**src/inc/mac_timing_pkg.sv**
```systemverilog
// Constants, widths and types shared by the channel timing block
package mac_timing_pkg;
    // ------------------------------------------------------------
    // Clock and time base
    // ------------------------------------------------------------
    localparam int CLK_PERIOD_NS = 10;                      // MAC clock period
    localparam int US_NS         = 1000;                    // One microsecond
    localparam int CYCLES_PER_US = (US_NS + CLK_PERIOD_NS - 1) / CLK_PERIOD_NS;
    localparam int US_CNT_W      = $clog2(CYCLES_PER_US);   // Divider width
    // ------------------------------------------------------------
    // Default widths and counts
    // ------------------------------------------------------------
    localparam int TSF_W    = 64;                           // TSF timer width
    localparam int NAV_W    = 16;                           // NAV in microseconds
    localparam int IFS_W    = 12;                           // INTERFRAME_SPACING_UNIT and slot, in cycles
    localparam int BO_W     = 10;                           // Backoff slots
    localparam int SLEEP_W  = 32;                           // Sleep count, slow ticks
    localparam int NUM_AC   = 4;                            // Access categories
    localparam int NUM_EVT  = 2;                            // Offset event triggers
    localparam int ARB_W    = 2;                            // Policy code width
    // ------------------------------------------------------------
    // Arbitration policy for simultaneous backoff expiry
    // ------------------------------------------------------------
    typedef enum logic [ARB_W-1:0] {
        arb_high_first,                                     // Highest index wins
        arb_low_first,                                      // Lowest index wins
        arb_round_robin                                     // Rotating priority
    } arb_policy_t;
endpackage

```
**src/rtl/wlan_mac_channel_timing.sv**
```systemverilog
// Channel timing: INTERFRAME_SPACING_UNIT timers, backoff engines, sleep timer, TSF and NAV
//
// How it works
// - INTERFRAME_SPACING_UNIT timers start when medium goes idle
// - Pulses mark exact SIFS and RIFS instants
// - Per-AC backoff decrements per idle slot, else pauses
// - Counter reaching zero grants transmit engine
// - Simultaneous expiry resolved by sequencer-chosen policy
// - Power save stops clock, slow timer counts
// - Sleep expiry restores clock and wakes MAC
// - TSF adopts beacon timestamps on sequencer command
// - TBTT tracked and advanced beside TSF
// - Trigger pulses when TSF reaches programmed offsets
// - NAV updated from received duration fields
// - NAV busy acts as virtual carrier sense
`timescale 1ns/1ps
module wlan_mac_channel_timing #(
    parameter int N_AC  = mac_timing_pkg::NUM_AC,           // Backoff engines
    parameter int N_EVT = mac_timing_pkg::NUM_EVT           // Offset triggers
) (
    input  wire logic                                   clock_in,
    input  wire logic                                   rst_b_in,
    input  wire logic                                   phy_cca_busy_in,
    input  wire logic                                   slow_clk_in,
    input  wire logic [mac_timing_pkg::IFS_W-1:0]       sifs_len_in,
    input  wire logic [mac_timing_pkg::IFS_W-1:0]       rifs_len_in,
    input  wire logic [mac_timing_pkg::IFS_W-1:0]       slot_len_in,
    input  wire logic [N_AC-1:0]                        bo_load_in,
    input  wire logic [N_AC*mac_timing_pkg::BO_W-1:0]   bo_value_in,
    input  wire mac_timing_pkg::arb_policy_t            arb_policy_in,
    input  wire logic                                   sleep_load_in,
    input  wire logic [mac_timing_pkg::SLEEP_W-1:0]     sleep_count_in,
    input  wire logic                                   tsf_adopt_in,
    input  wire logic                                   tsf_advance_in,
    input  wire logic [mac_timing_pkg::TSF_W-1:0]       tsf_value_in,
    input  wire logic                                   tbtt_set_in,
    input  wire logic [mac_timing_pkg::TSF_W-1:0]       tbtt_value_in,
    input  wire logic [mac_timing_pkg::NAV_W-1:0]       beacon_interval_in,
    input  wire logic [N_EVT-1:0]                       evt_set_in,
    input  wire logic [N_EVT*mac_timing_pkg::TSF_W-1:0] evt_time_in,
    input  wire logic                                   nav_update_in,
    input  wire logic                                   nav_reset_in,
    input  wire logic [mac_timing_pkg::NAV_W-1:0]       nav_dur_in,
    output logic                                        sifs_trig_out,
    output logic                                        rifs_trig_out,
    output logic [N_AC-1:0]                             bo_grant_out,
    output logic [N_AC-1:0]                             bo_collide_out,
    output logic [N_AC-1:0]                             bo_active_out,
    output logic                                        mac_clk_en_out,
    output logic                                        wake_out,
    output logic [mac_timing_pkg::TSF_W-1:0]            tsf_out,
    output logic                                        tbtt_out,
    output logic [N_EVT-1:0]                            evt_trig_out,
    output logic                                        nav_busy_out
);
    import mac_timing_pkg::*;

    // ------------------------------------------------------------
    // Pin synchronisers
    // ------------------------------------------------------------
    logic [1:0] cca_sync_q;                                 // Channel busy sync
    logic [1:0] slow_sync_q;                                // Slow clock sync
    logic       slow_prev_q;                                // For edge detect
    logic       slow_tick;                                  // Slow clock rising edge

    // Two stages each; only stage 1 is looked at by logic
    always_ff @(posedge clock_in or negedge rst_b_in) begin
        if (!rst_b_in) begin
            cca_sync_q  <= 2'b00;
            slow_sync_q <= 2'b00;
            slow_prev_q <= 1'b0;
        end else begin
            cca_sync_q  <= {cca_sync_q[0], phy_cca_busy_in};
            slow_sync_q <= {slow_sync_q[0], slow_clk_in};
            slow_prev_q <= slow_sync_q[1];
        end
    end
    assign slow_tick = slow_sync_q[1] && !slow_prev_q;

    // ------------------------------------------------------------
    // Microsecond divider
    // ------------------------------------------------------------
    logic [US_CNT_W-1:0] us_cnt_q;                          // Cycle within microsecond
    logic                asleep_q;                          // MAC suspended
    logic                us_tick;                           // One pulse per microsecond

    // Held at zero while asleep: the clock is notionally stopped
    always_ff @(posedge clock_in or negedge rst_b_in) begin
        if (!rst_b_in) begin
            us_cnt_q <= '0;
        end else if (asleep_q) begin
            us_cnt_q <= '0;
        end else if (us_tick) begin
            us_cnt_q <= '0;
        end else begin
            us_cnt_q <= us_cnt_q + US_CNT_W'(1);
        end
    end
    assign us_tick = !asleep_q && (us_cnt_q == US_CNT_W'(CYCLES_PER_US - 1));

    // ------------------------------------------------------------
    // NAV timer
    // ------------------------------------------------------------
    logic [NAV_W-1:0] nav_q;                                // Remaining NAV, us
    logic [NAV_W-1:0] nav_d;

    // Only a longer duration extends NAV; reset clears it
    always_comb begin
        nav_d = nav_q;
        if (nav_reset_in) begin
            nav_d = '0;
        end else if (nav_update_in && nav_dur_in > nav_q) begin
            nav_d = nav_dur_in;
        end else if (us_tick && nav_q != '0) begin
            nav_d = nav_q - NAV_W'(1);
        end
    end

    always_ff @(posedge clock_in or negedge rst_b_in) begin
        if (!rst_b_in) begin
            nav_q        <= '0;
            nav_busy_out <= 1'b0;
        end else begin
            nav_q        <= nav_d;
            nav_busy_out <= (nav_d != '0);
        end
    end

    // ------------------------------------------------------------
    // Interframe spacing timers
    // ------------------------------------------------------------
    logic             idle;                                 // Physical and virtual idle
    logic [IFS_W-1:0] ifs_cnt_q;                            // Cycles since idle began

    // Virtual carrier sense joins the PHY indication
    assign idle = !cca_sync_q[1] && !nav_busy_out;

    // Restarts at every busy period, saturates when idle long
    always_ff @(posedge clock_in or negedge rst_b_in) begin
        if (!rst_b_in) begin
            ifs_cnt_q <= '0;
        end else if (!idle) begin
            ifs_cnt_q <= '0;
        end else if (ifs_cnt_q != '1) begin
            ifs_cnt_q <= ifs_cnt_q + IFS_W'(1);
        end
    end

    // One-cycle start instants for response and burst frames
    always_ff @(posedge clock_in or negedge rst_b_in) begin
        if (!rst_b_in) begin
            sifs_trig_out <= 1'b0;
            rifs_trig_out <= 1'b0;
        end else begin
            sifs_trig_out <= idle && (ifs_cnt_q == sifs_len_in - IFS_W'(1));
            rifs_trig_out <= idle && (ifs_cnt_q == rifs_len_in - IFS_W'(1));
        end
    end

    // ------------------------------------------------------------
    // Slot timer and backoff engines
    // ------------------------------------------------------------
    logic [IFS_W-1:0]           slot_cnt_q;                 // Cycle within slot
    logic                       slot_end;                   // Idle slot completed
    logic [N_AC-1:0][BO_W-1:0]  bo_cnt_q;                   // Slots remaining
    logic [N_AC-1:0]            cand;                       // Reach zero this slot
    logic [N_AC-1:0]            win;                        // Arbitration winner
    logic [$clog2(N_AC)-1:0]    rr_ptr_q;                   // Round robin start

    // A busy cycle aborts the slot, so the counters pause
    always_ff @(posedge clock_in or negedge rst_b_in) begin
        if (!rst_b_in) begin
            slot_cnt_q <= '0;
        end else if (!idle || slot_end) begin
            slot_cnt_q <= '0;
        end else begin
            slot_cnt_q <= slot_cnt_q + IFS_W'(1);
        end
    end
    assign slot_end = idle && (slot_cnt_q == slot_len_in - IFS_W'(1));

    // Pick one of several expiring engines under the given policy
    function automatic logic [N_AC-1:0] pick(input logic [N_AC-1:0] req,
                                             input arb_policy_t pol,
                                             input logic [$clog2(N_AC)-1:0] start);
        logic [N_AC-1:0] res;
        int              idx;
        res = '0;
        for (int k = 0; k < N_AC; k++) begin
            unique case (pol)
                arb_high_first: idx = N_AC - 1 - k;
                arb_low_first:  idx = k;
                default:        idx = (int'(start) + k) % N_AC;
            endcase
            if (res == '0 && req[idx]) begin
                res[idx] = 1'b1;
            end
        end
        return res;
    endfunction

    // Count 1 or 0 at slot end means it hits zero now
    always_comb begin
        for (int i = 0; i < N_AC; i++) begin
            cand[i] = slot_end && bo_active_out[i] && bo_cnt_q[i] <= BO_W'(1);
        end
    end
    assign win = pick(cand, arb_policy_in, rr_ptr_q);

    // Load wins over expiry; losers drop out until reloaded
    always_ff @(posedge clock_in or negedge rst_b_in) begin
        if (!rst_b_in) begin
            bo_cnt_q      <= '0;
            bo_active_out <= '0;
        end else begin
            for (int i = 0; i < N_AC; i++) begin
                if (bo_load_in[i]) begin
                    bo_cnt_q[i]      <= bo_value_in[i*BO_W +: BO_W];
                    bo_active_out[i] <= 1'b1;
                end else if (cand[i]) begin
                    bo_cnt_q[i]      <= '0;
                    bo_active_out[i] <= 1'b0;
                end else if (slot_end && bo_active_out[i]) begin
                    bo_cnt_q[i] <= bo_cnt_q[i] - BO_W'(1);
                end
            end
        end
    end

    // Grant and collision pulses; pointer moves past the winner
    always_ff @(posedge clock_in or negedge rst_b_in) begin
        if (!rst_b_in) begin
            bo_grant_out   <= '0;
            bo_collide_out <= '0;
            rr_ptr_q       <= '0;
        end else begin
            bo_grant_out   <= win;
            bo_collide_out <= cand & ~win;
            for (int i = 0; i < N_AC; i++) begin
                if (win[i]) begin
                    rr_ptr_q <= $clog2(N_AC)'((i + 1) % N_AC);
                end
            end
        end
    end

    // ------------------------------------------------------------
    // Power save sleep timer
    // ------------------------------------------------------------
    logic [SLEEP_W-1:0] sleep_cnt_q;                        // Slow ticks left

    // Counts on slow edges only; the fast domain is stopped
    always_ff @(posedge clock_in or negedge rst_b_in) begin
        if (!rst_b_in) begin
            asleep_q       <= 1'b0;
            sleep_cnt_q    <= '0;
            mac_clk_en_out <= 1'b1;
            wake_out       <= 1'b0;
        end else begin
            wake_out <= 1'b0;
            if (sleep_load_in && !asleep_q) begin
                asleep_q       <= 1'b1;
                sleep_cnt_q    <= sleep_count_in;
                mac_clk_en_out <= 1'b0;
            end else if (asleep_q && slow_tick) begin
                if (sleep_cnt_q <= SLEEP_W'(1)) begin
                    asleep_q       <= 1'b0;
                    mac_clk_en_out <= 1'b1;
                    wake_out       <= 1'b1;
                    sleep_cnt_q    <= '0;
                end else begin
                    sleep_cnt_q <= sleep_cnt_q - SLEEP_W'(1);
                end
            end
        end
    end

    // ------------------------------------------------------------
    // TSF timer, TBTT and offset events
    // ------------------------------------------------------------
    logic [TSF_W-1:0] tbtt_q;                               // Next beacon time
    logic [N_EVT-1:0] evt_armed_q;                          // Event waiting

    // Adopt beats advance beats counting; sleep time is added by advance
    always_ff @(posedge clock_in or negedge rst_b_in) begin
        if (!rst_b_in) begin
            tsf_out <= '0;
        end else if (tsf_adopt_in) begin
            tsf_out <= tsf_value_in;
        end else if (tsf_advance_in) begin
            tsf_out <= tsf_out + tsf_value_in;
        end else if (us_tick) begin
            tsf_out <= tsf_out + TSF_W'(1);
        end
    end

    // Greater-or-equal so a forward jump cannot skip an event
    always_ff @(posedge clock_in or negedge rst_b_in) begin
        if (!rst_b_in) begin
            tbtt_q   <= '0;
            tbtt_out <= 1'b0;
        end else begin
            tbtt_out <= 1'b0;
            if (tbtt_set_in) begin
                tbtt_q <= tbtt_value_in;
            end else if (beacon_interval_in != '0 && tsf_out >= tbtt_q) begin
                tbtt_q   <= tbtt_q + TSF_W'(beacon_interval_in);
                tbtt_out <= 1'b1;
            end
        end
    end

    logic [N_EVT-1:0][TSF_W-1:0] evt_time_q;                // Programmed offsets

    // Each event fires once per arming
    always_ff @(posedge clock_in or negedge rst_b_in) begin
        if (!rst_b_in) begin
            evt_time_q   <= '0;
            evt_armed_q  <= '0;
            evt_trig_out <= '0;
        end else begin
            for (int e = 0; e < N_EVT; e++) begin
                evt_trig_out[e] <= 1'b0;
                if (evt_set_in[e]) begin
                    evt_time_q[e]  <= evt_time_in[e*TSF_W +: TSF_W];
                    evt_armed_q[e] <= 1'b1;
                end else if (evt_armed_q[e] && tsf_out >= evt_time_q[e]) begin
                    evt_armed_q[e]  <= 1'b0;
                    evt_trig_out[e] <= 1'b1;
                end
            end
        end
    end
endmodule

```
**config.mk**
```make
export PLATFORM = sky130hd
export DESIGN_NAME = wlan_mac_channel_timing
export DESIGN_NICKNAME = d
export VERILOG_FILES = /design/src/inc/mac_timing_pkg.sv /design/src/rtl/wlan_mac_channel_timing.sv
export SDC_FILE = /design/constraint.sdc
export NUM_CORES = 1
export LEC_CHECK = 0
export BUFFER_PORTS_ARGS = -buffer_cell sky130_fd_sc_hd__clkbuf_2
export CAP_MARGIN = 20
export CORE_ASPECT_RATIO = 1.25
export CORE_MARGIN = 2
export CORE_UTILIZATION = 29
export DETAILED_ROUTE_END_ITERATION = 12
export GPL_TIMING_DRIVEN = 0
export PLACE_DENSITY = 0.51
export SLEW_MARGIN = 40
export SYNTH_ARGS = -nofsm -noshare
export SYNTH_HDL_FRONTEND = slang
export SYNTH_SLANG_ARGS = --single-unit
```
**constraint.sdc**
```tcl
create_clock -name clock_in -period 5.7 [get_ports clock_in]
set_input_delay 0.285 -clock clock_in [delete_from_list [all_inputs] [get_ports clock_in]]
set_output_delay 0.285 -clock clock_in [all_outputs]
set_load 0.05 [all_outputs]
```
==> flow_metrics.tcl, run 1 <==
set metrics [dict create \
    first_global_vias 30630 \
    worst_path_max_delay_cell "a2111oi_0" \
    grt_antenna_before_repair 34 \
    fin_tns_setup_ns 0 \
    place_congestion 0.9034 \
    cp_data_required_time_ns 6.21 \
    timing.final.ws_setup_ns 0.5449 \
    reg2reg_from "tbtt_q[45]" \
    detail_route.first_pass.iterations 6 \
    rows 132 \
    report.final.hold_viol_count 0 \
    grt_residual_overflow 0 \
    wl_met1_mm 52.78 \
    placed_cells_incl_taps 5425 \
    maxClockFrequency_mhz 194.0 \
    met3WireLength_mm 6.874 \
    avgSynthCellArea_um2 8.369 \
    worstSetupEndpointType "flop" \
    route.antenna.remaining_nets 0 \
    post-dp-hpwl_mm 96.19 \
    core_area_um2 103200 \
    wl_per_cell_um 20.95 \
    cpPeakStageDelay_ns 0.73 \
    cap_violations 0 \
    placement.io_buffers 489 \
    cts-buffers-inserted 54 \
    highest_layer "met5" \
    ys_warns 0 \
    timing.critical_path.fanout_max 10 \
    die_h_um 363.8 \
    detailroute.wirelength.met2_mm 59.42 \
    cp-startpoint "tbtt_q[45]" \
    power.static_leakage_nw 18.61 \
    critPathArrivalTime_ns 5.66 \
    worst_slack_placed_ns 0.6282 \
    largest_net_degree_at_the_start_of_global_routing 60 \
    synthesis_stage_register_bit_count 405 \
    async_flop_share_pct 100.0 \
    synth.net_count 4310 \
    routed-via-count 30510 \
    drt_drc_violations_left 0 \
    layout.cells.most_common "clkbuf_2" \
    vdd_drop_max_mv 0.2368 \
    post-cts-setup-buffer-count 0 \
    cts_tree "done" \
    setup.worst_path.class "flop to flop" \
    worstHoldStart "bo_load_in[0]" \
    layout.nets 5220 \
    worstSetupStartpointType "flop" \
    clock_tree.htree_level_count 2 \
    clk_pin_slew_ns 0.06 \
    layout-drive-gt1-share_pct 14.64 \
    hold_ws_ns 0.06991 \
    critical_path.cell_chain "clkbuf_1 > inv_1 > ha_1 > a21o_1 > a21o_1 > a21oi_1 > o21ai_0 > a2111oi_0 > o21ai_0 > nor2_1 > clkbuf_1 > clkbuf_1 > mux2i_1 > o21ai_0" \
    sequential_cell_area_fraction_in_the_yosys_report_pct 33.75 \
    setup_viol_count_final 0 \
    fin_crit_sh_pct 90.44 \
    outcome "complete, no violations" \
    power.density_cell_area_nw_per_um2 284.9 \
    actual_slew_at_the_worst_max_slew_pin_ns 0.9084 \
    routed_wl_mm 123.6 \
    min_path_type "input pin to flop" \
    layoutNonFillerInstCount 5901 \
    grt_first_pass_wirelength_mm 184.5 \
    syn-cell-area_um2 30040 \
    globalRouteTotalUtil_pct 22.70 \
    final.min_clock_period_ns 5.155 \
    drt-initial-drc-count 1875 \
    totalPowerFinal_mw 11.38 \
    max_slew_margin_pct 39.44 \
    io-pin-count 498 \
    ctsLongestPathBuffers 3 \
    final_cell_mix "clkbuf_2, dfrtp_1, nand2_1, dlygate4sd3_1, ha_1" \
    clkSinkCount 405 \
    netlist-cell-type-count 93 \
    layout-area-overhead-vs-synth_pct 32.98 \
    syn-instance-count 3589 \
    synth_edf_count 0 \
    unrepaired_setup_endpoints_after_global_routing "false" \
    final-max-slew-violation-count 0 \
    vias_per_cell 5.170 \
    die_outline_area_um2 106200 \
    post_cts_resized 0 \
    worstSkewPairLatency_ns 0.66 \
    initial_utilization_pct 29.10 \
    synth-main-ff-cell "dfrtp_1" \
    cts_root_buf "clkbuf_16" \
    die_w_um 291.8 \
    finalClockSkew_ns 0.03425 \
]
==> timing repair <==
item	CTS	global route
hold endpoints to repair	491	0
hold buffers	358	0
setup endpoints to repair	0	0
==> through the flow <==
| stage | util (%) | area (µm²) |
|---|---|---|
| after floorplan | - | 30040 |
| after global placement | 33.09 | 34160 |
| after detailed placement | 33.33 | 34400 |
| after CTS | 38.65 | 39890 |
| after global routing | 38.67 | 39910 |
| final | 38.69 | 39940 |
==> worst paths after layout <==
kind                       depth (start not counted)              to  slack (ns)
max in group asynchronous                          5    bo_cnt_q[14]        4.19
min in group asynchronous                          2  evt_time_q[77]        0.11
setup / recovery                                  14       tbtt_q[0]        0.54
hold reg to reg                                    0   cca_sync_q[1]        0.36
setup reg to reg                                  14       tbtt_q[0]        0.54
hold / removal                                     3     bo_cnt_q[3]        0.07
==> sequential cells by signal, summed over array words and instances, names as in the netlist, 2 cells and up <==
| name | count |
|---|---|
| rr_ptr_q | 2 |
| tbtt_q | 64 |
| bo_active_out | 4 |
| us_cnt_q | 7 |
| cca_sync_q | 2 |
| ifs_cnt_q | 12 |
| sleep_cnt_q | 32 |
| evt_armed_q | 2 |
| bo_collide_out | 4 |
| slot_cnt_q | 12 |
| nav_q | 16 |
| bo_cnt_q | 40 |
| bo_grant_out | 4 |
| evt_time_q | 128 |
| slow_sync_q | 2 |
| tsf_out | 64 |
| evt_trig_out | 2 |
==> worst max-delay path: cells and delay by family (launching register included) <==
family / cells / cell delay, ns
buffers and inverters: 4 / 1.57
flip-flops: 1 / 0.32
AND/OR/NAND/NOR: 1 / 0.66
AO/OA/AOI/OAI: 7 / 1.87
multiplexers: 1 / 0.25
adder cells (fa/ha/maj): 1 / 0.33
==> logic make-up (layout without fill, tap and decap cells) <==
logic type               count (synthesis)  in the layout  synth area share, %
XOR/XNOR                               159            159                4.637
adder cells (fa/ha/maj)                307            307                12.84
AND/OR/NAND/NOR                       1259           1259                20.60
other                                    0             20                    0
AO/OA/AOI/OAI                          990            990                21.09
buffers and inverters                  416           1368                5.236
flip-flops                             405            405                33.75
multiplexers                            53             53                1.854
==> metal layers <==
layer | track usage (%) | vias to the layer above
li1 | - | 14740
met1 | 28.27 | 14600
met5 | 0 | -
met2 | 39.46 | 901
met4 | 7.863 | 44
met3 | 3.896 | 221
==> Yosys cell counts (all sizes together), types with 16 or more instances <==
master	number	share of area, %
a211oi	31	0.77
a21o	129	3.2
a21oi	186	3.1
a221o	29	0.97
a22oi	25	0.62
a31oi	58	1.2
and2	72	1.5
and3	23	0.50
clkbuf	142	1.8
dfrtp	404	34
ha	305	13
inv	265	3.3
mux2	21	0.79
mux2i	32	1.1
nand2	387	4.9
nand2b	21	0.44
nand3	89	1.5
nand4	76	1.6
nor2	290	3.6
nor2b	36	0.75
nor3	98	1.7
nor4	41	0.87
o211ai	41	1.0
o21a	48	1.2
o21ai	303	5.0
o311ai	18	0.52
o31ai	39	0.99
or2	16	0.33
or3	35	0.75
or4	30	0.79
xnor2	90	2.6
xor2	69	2.0
==> power by group <==
group | internal [mW] | total (mW) | leakage, nW | switching, mW
registers | 3.22 | 3.74 | 4.93 | 0.513
clock network | 2.25 | 3.75 | 0.932 | 1.50
logic | 1.57 | 3.89 | 12.7 | 2.33
==> layout make-up <==
| class | count | area (µm²) |
|---|---|---|
| multi-input cells | 2768 | 18360 |
| diodes | 20 | 50.05 |
| plain buffers | 151 | 585.6 |
| inverters | 265 | 994.7 |
| repair buffers | 854 | 6232 |
| flip-flops and latches | 405 | 10140 |
| clock buffers | 76 | 1544 |
| fillers | 10580 | 63280 |
| clock inverters | 22 | 362.8 |
| well taps | 1340 | 1677 |
Note: power is estimated with default switching activity, not from simulation.
==> run 2, diff against run 1 <==
CORE_MARGIN = unset   (was 2)
==> run 2 against run 1 <==
  * Combinational power is essentially flat
  * Critical path type unchanged
  * Final cell count shrank 0.25%
  * Sequential power is essentially flat
  * Worst hold slack lost 0.016 ns
  * Utilization grew 0.42 points
  * Die area shrank 1.2%
  * Non-clock buffer count shrank 2
  * Global-route usage grew 0.21 points
  * First-iteration DRC count shrank 5.2%
  * Clock power grew 4%
  * Wire length shrank 0.74%
  * Total power grew 1.3%
==> flow_metrics.tcl, run 2 (same netlist as run 1, synthesis figures left out) <==
set metrics [dict create \
    layout.nets 5217 \
    layout-drive-gt1-share_pct 14.87 \
    drt_drc_violations_left 0 \
    detail_route.first_pass.iterations 6 \
    layout-area-overhead-vs-synth_pct 33.21 \
    min_path_type "input pin to flop" \
    worstSkewPairLatency_ns 0.65 \
    setup_viol_count_final 0 \
    timing.final.ws_setup_ns 0.6886 \
    met3WireLength_mm 6.681 \
    worstSetupEndpointType "flop" \
    final_cell_mix "clkbuf_2, dfrtp_1, nand2_1, dlygate4sd3_1, ha_1" \
    wl_per_cell_um 20.85 \
    grt_first_pass_wirelength_mm 184.5 \
    maxClockFrequency_mhz 199.5 \
    place_congestion 0.9172 \
    layoutNonFillerInstCount 5886 \
    max_slew_margin_pct 39.82 \
    cp_data_required_time_ns 6.26 \
    fin_crit_sh_pct 87.92 \
    placed_cells_incl_taps 5416 \
    unrepaired_setup_endpoints_after_global_routing "false" \
    final-max-slew-violation-count 0 \
    final.min_clock_period_ns 5.011 \
    initial_utilization_pct 29.37 \
    cts_root_buf "clkbuf_16" \
    report.final.hold_viol_count 0 \
    clkSinkCount 405 \
    finalClockSkew_ns 0.03962 \
    ctsLongestPathBuffers 3 \
    routed-via-count 30270 \
    actual_slew_at_the_worst_max_slew_pin_ns 0.9027 \
    wl_met1_mm 52.58 \
    clk_pin_slew_ns 0.06 \
    rows 131 \
    core_area_um2 102300 \
    critPathArrivalTime_ns 5.57 \
    globalRouteTotalUtil_pct 22.91 \
    hold_ws_ns 0.05439 \
    clock_tree.htree_level_count 2 \
    detailroute.wirelength.met2_mm 59.00 \
    die_h_um 361.8 \
    first_global_vias 30510 \
    routed_wl_mm 122.7 \
    fillers 10620 \
    outcome "complete, no violations" \
    cts_tree "done" \
    vias_per_cell 5.142 \
    die_outline_area_um2 104900 \
    setup.worst_path.class "flop to flop" \
    io-pin-count 498 \
    multi_input_area_um2 18360 \
    fin_util_pct 39.12 \
    grt_antenna_before_repair 26 \
    highest_layer "met5" \
    die_w_um 289.8 \
    cts-buffers-inserted 53 \
    largest_registers "evt_time_q: 128 flops, tbtt_q: 64 flops, tsf_out: 64 flops" \
    registers.top_by_ff_count "evt_time_q" \
    placement.io_buffers 489 \
    route.antenna.remaining_nets 0 \
    power.density_cell_area_nw_per_um2 288.0 \
    layout.cells.most_common "clkbuf_2" \
    worst_slack_placed_ns 0.6051 \
    regArea_um2 10140 \
    largest_register_ff_count 128 \
    vdd_drop_max_mv 0.2775 \
    power.static_leakage_nw 18.66 \
    timing.critical_path.fanout_max 10 \
    post-dp-hpwl_mm 95.63 \
    drt-initial-drc-count 1778 \
    grt_residual_overflow 0 \
    worstSetupStartpointType "flop" \
    largest_net_degree_at_the_start_of_global_routing 62 \
    cap_violations 0 \
]
==> run 2: cell types whose count changed in the layout (fill, tap and decap cells not counted), moves of 2 or more <==
cell	change
clkbuf_1	-9
bufinv_16	+4
dlygate4sd3_1	-4
clkinv_4	+3
clkbuf_2	+2
diode_2	-2
==> run 2: where the power goes <==
group	switching, mW	internal (mW)	total (mW)
sequential	0.511	3.22	3.73
clock	1.51	2.38	3.89
combinational	2.33	1.57	3.90
total	4.35	7.18	11.5
==> run 2: through the flow <==
step / total power [mW] / setup TNS, ns / cell area (µm²)
6_report: 11.52 / 0 / 40010
3_3_place_gp: 7.380 / -2440.10 / 34150
4_1_cts: 11.64 / 0 / 39950
3_5_place_dp: 7.442 / 0 / 34420
2_1_floorplan: 6.113 / 0 / 30040
5_1_grt: 12.23 / 0 / 39990
==> run 2: layout make-up <==
| cell class | instances | area share, % |
|---|---|---|
| multi-input combinational | 2768 | 45.89 |
| sequential | 405 | 25.33 |
| timing repair buffer | 852 | 15.56 |
| tap | 1330 | 4.159 |
| clock buffer | 67 | 3.697 |
| inverter | 265 | 2.486 |
| buffer | 151 | 1.470 |
| clock inverter | 30 | 1.282 |
| antenna | 18 | 0.1126 |
==> run 2: routing by layer <==
layer,track usage (%),vias up
li1,-,14740
met1,28.39,14430
met2,39.79,865
met3,3.922,211
met4,8.125,30
met5,0,-
==> run 2: worst paths after layout <==
path | from | cells past startpoint | slack, ns | endpoint
max reg2reg | tbtt_q[45] | 14 | 0.69 | tbtt_q[5]
min reg2reg | slow_sync_q[0] | 0 | 0.35 | slow_sync_q[1]
max in group asynchronous | rst_b_in | 5 | 4.33 | tbtt_q[56]
min | tsf_adopt_in | 3 | 0.05 | tsf_out[53]
max | tbtt_q[45] | 14 | 0.69 | tbtt_q[5]
min in group asynchronous | rst_b_in | 2 | 0.09 | sleep_cnt_q[16]
==> run 2: worst max-delay path: stages, from the launching register on <==
cell and delay, ns:
dfrtp_1 0.32, clkbuf_1 0.36, inv_1 0.20, ha_1 0.33, a21o_1 0.15, a21o_1 0.16
a21oi_1 0.13, o21ai_0 0.19, a2111oi_1 0.66, o21ai_0 0.41, nor2_1 0.61, clkbuf_1 0.56
clkbuf_1 0.53, nand2_1 0.12, a31oi_1 0.20
==> run 2: what timing repair did <==
item                       CTS  global route
hold buffers               354             0
hold endpoints to repair   475             0
setup endpoints to repair    0             0
gates resized for setup      0             0
buffers inserted             0             0
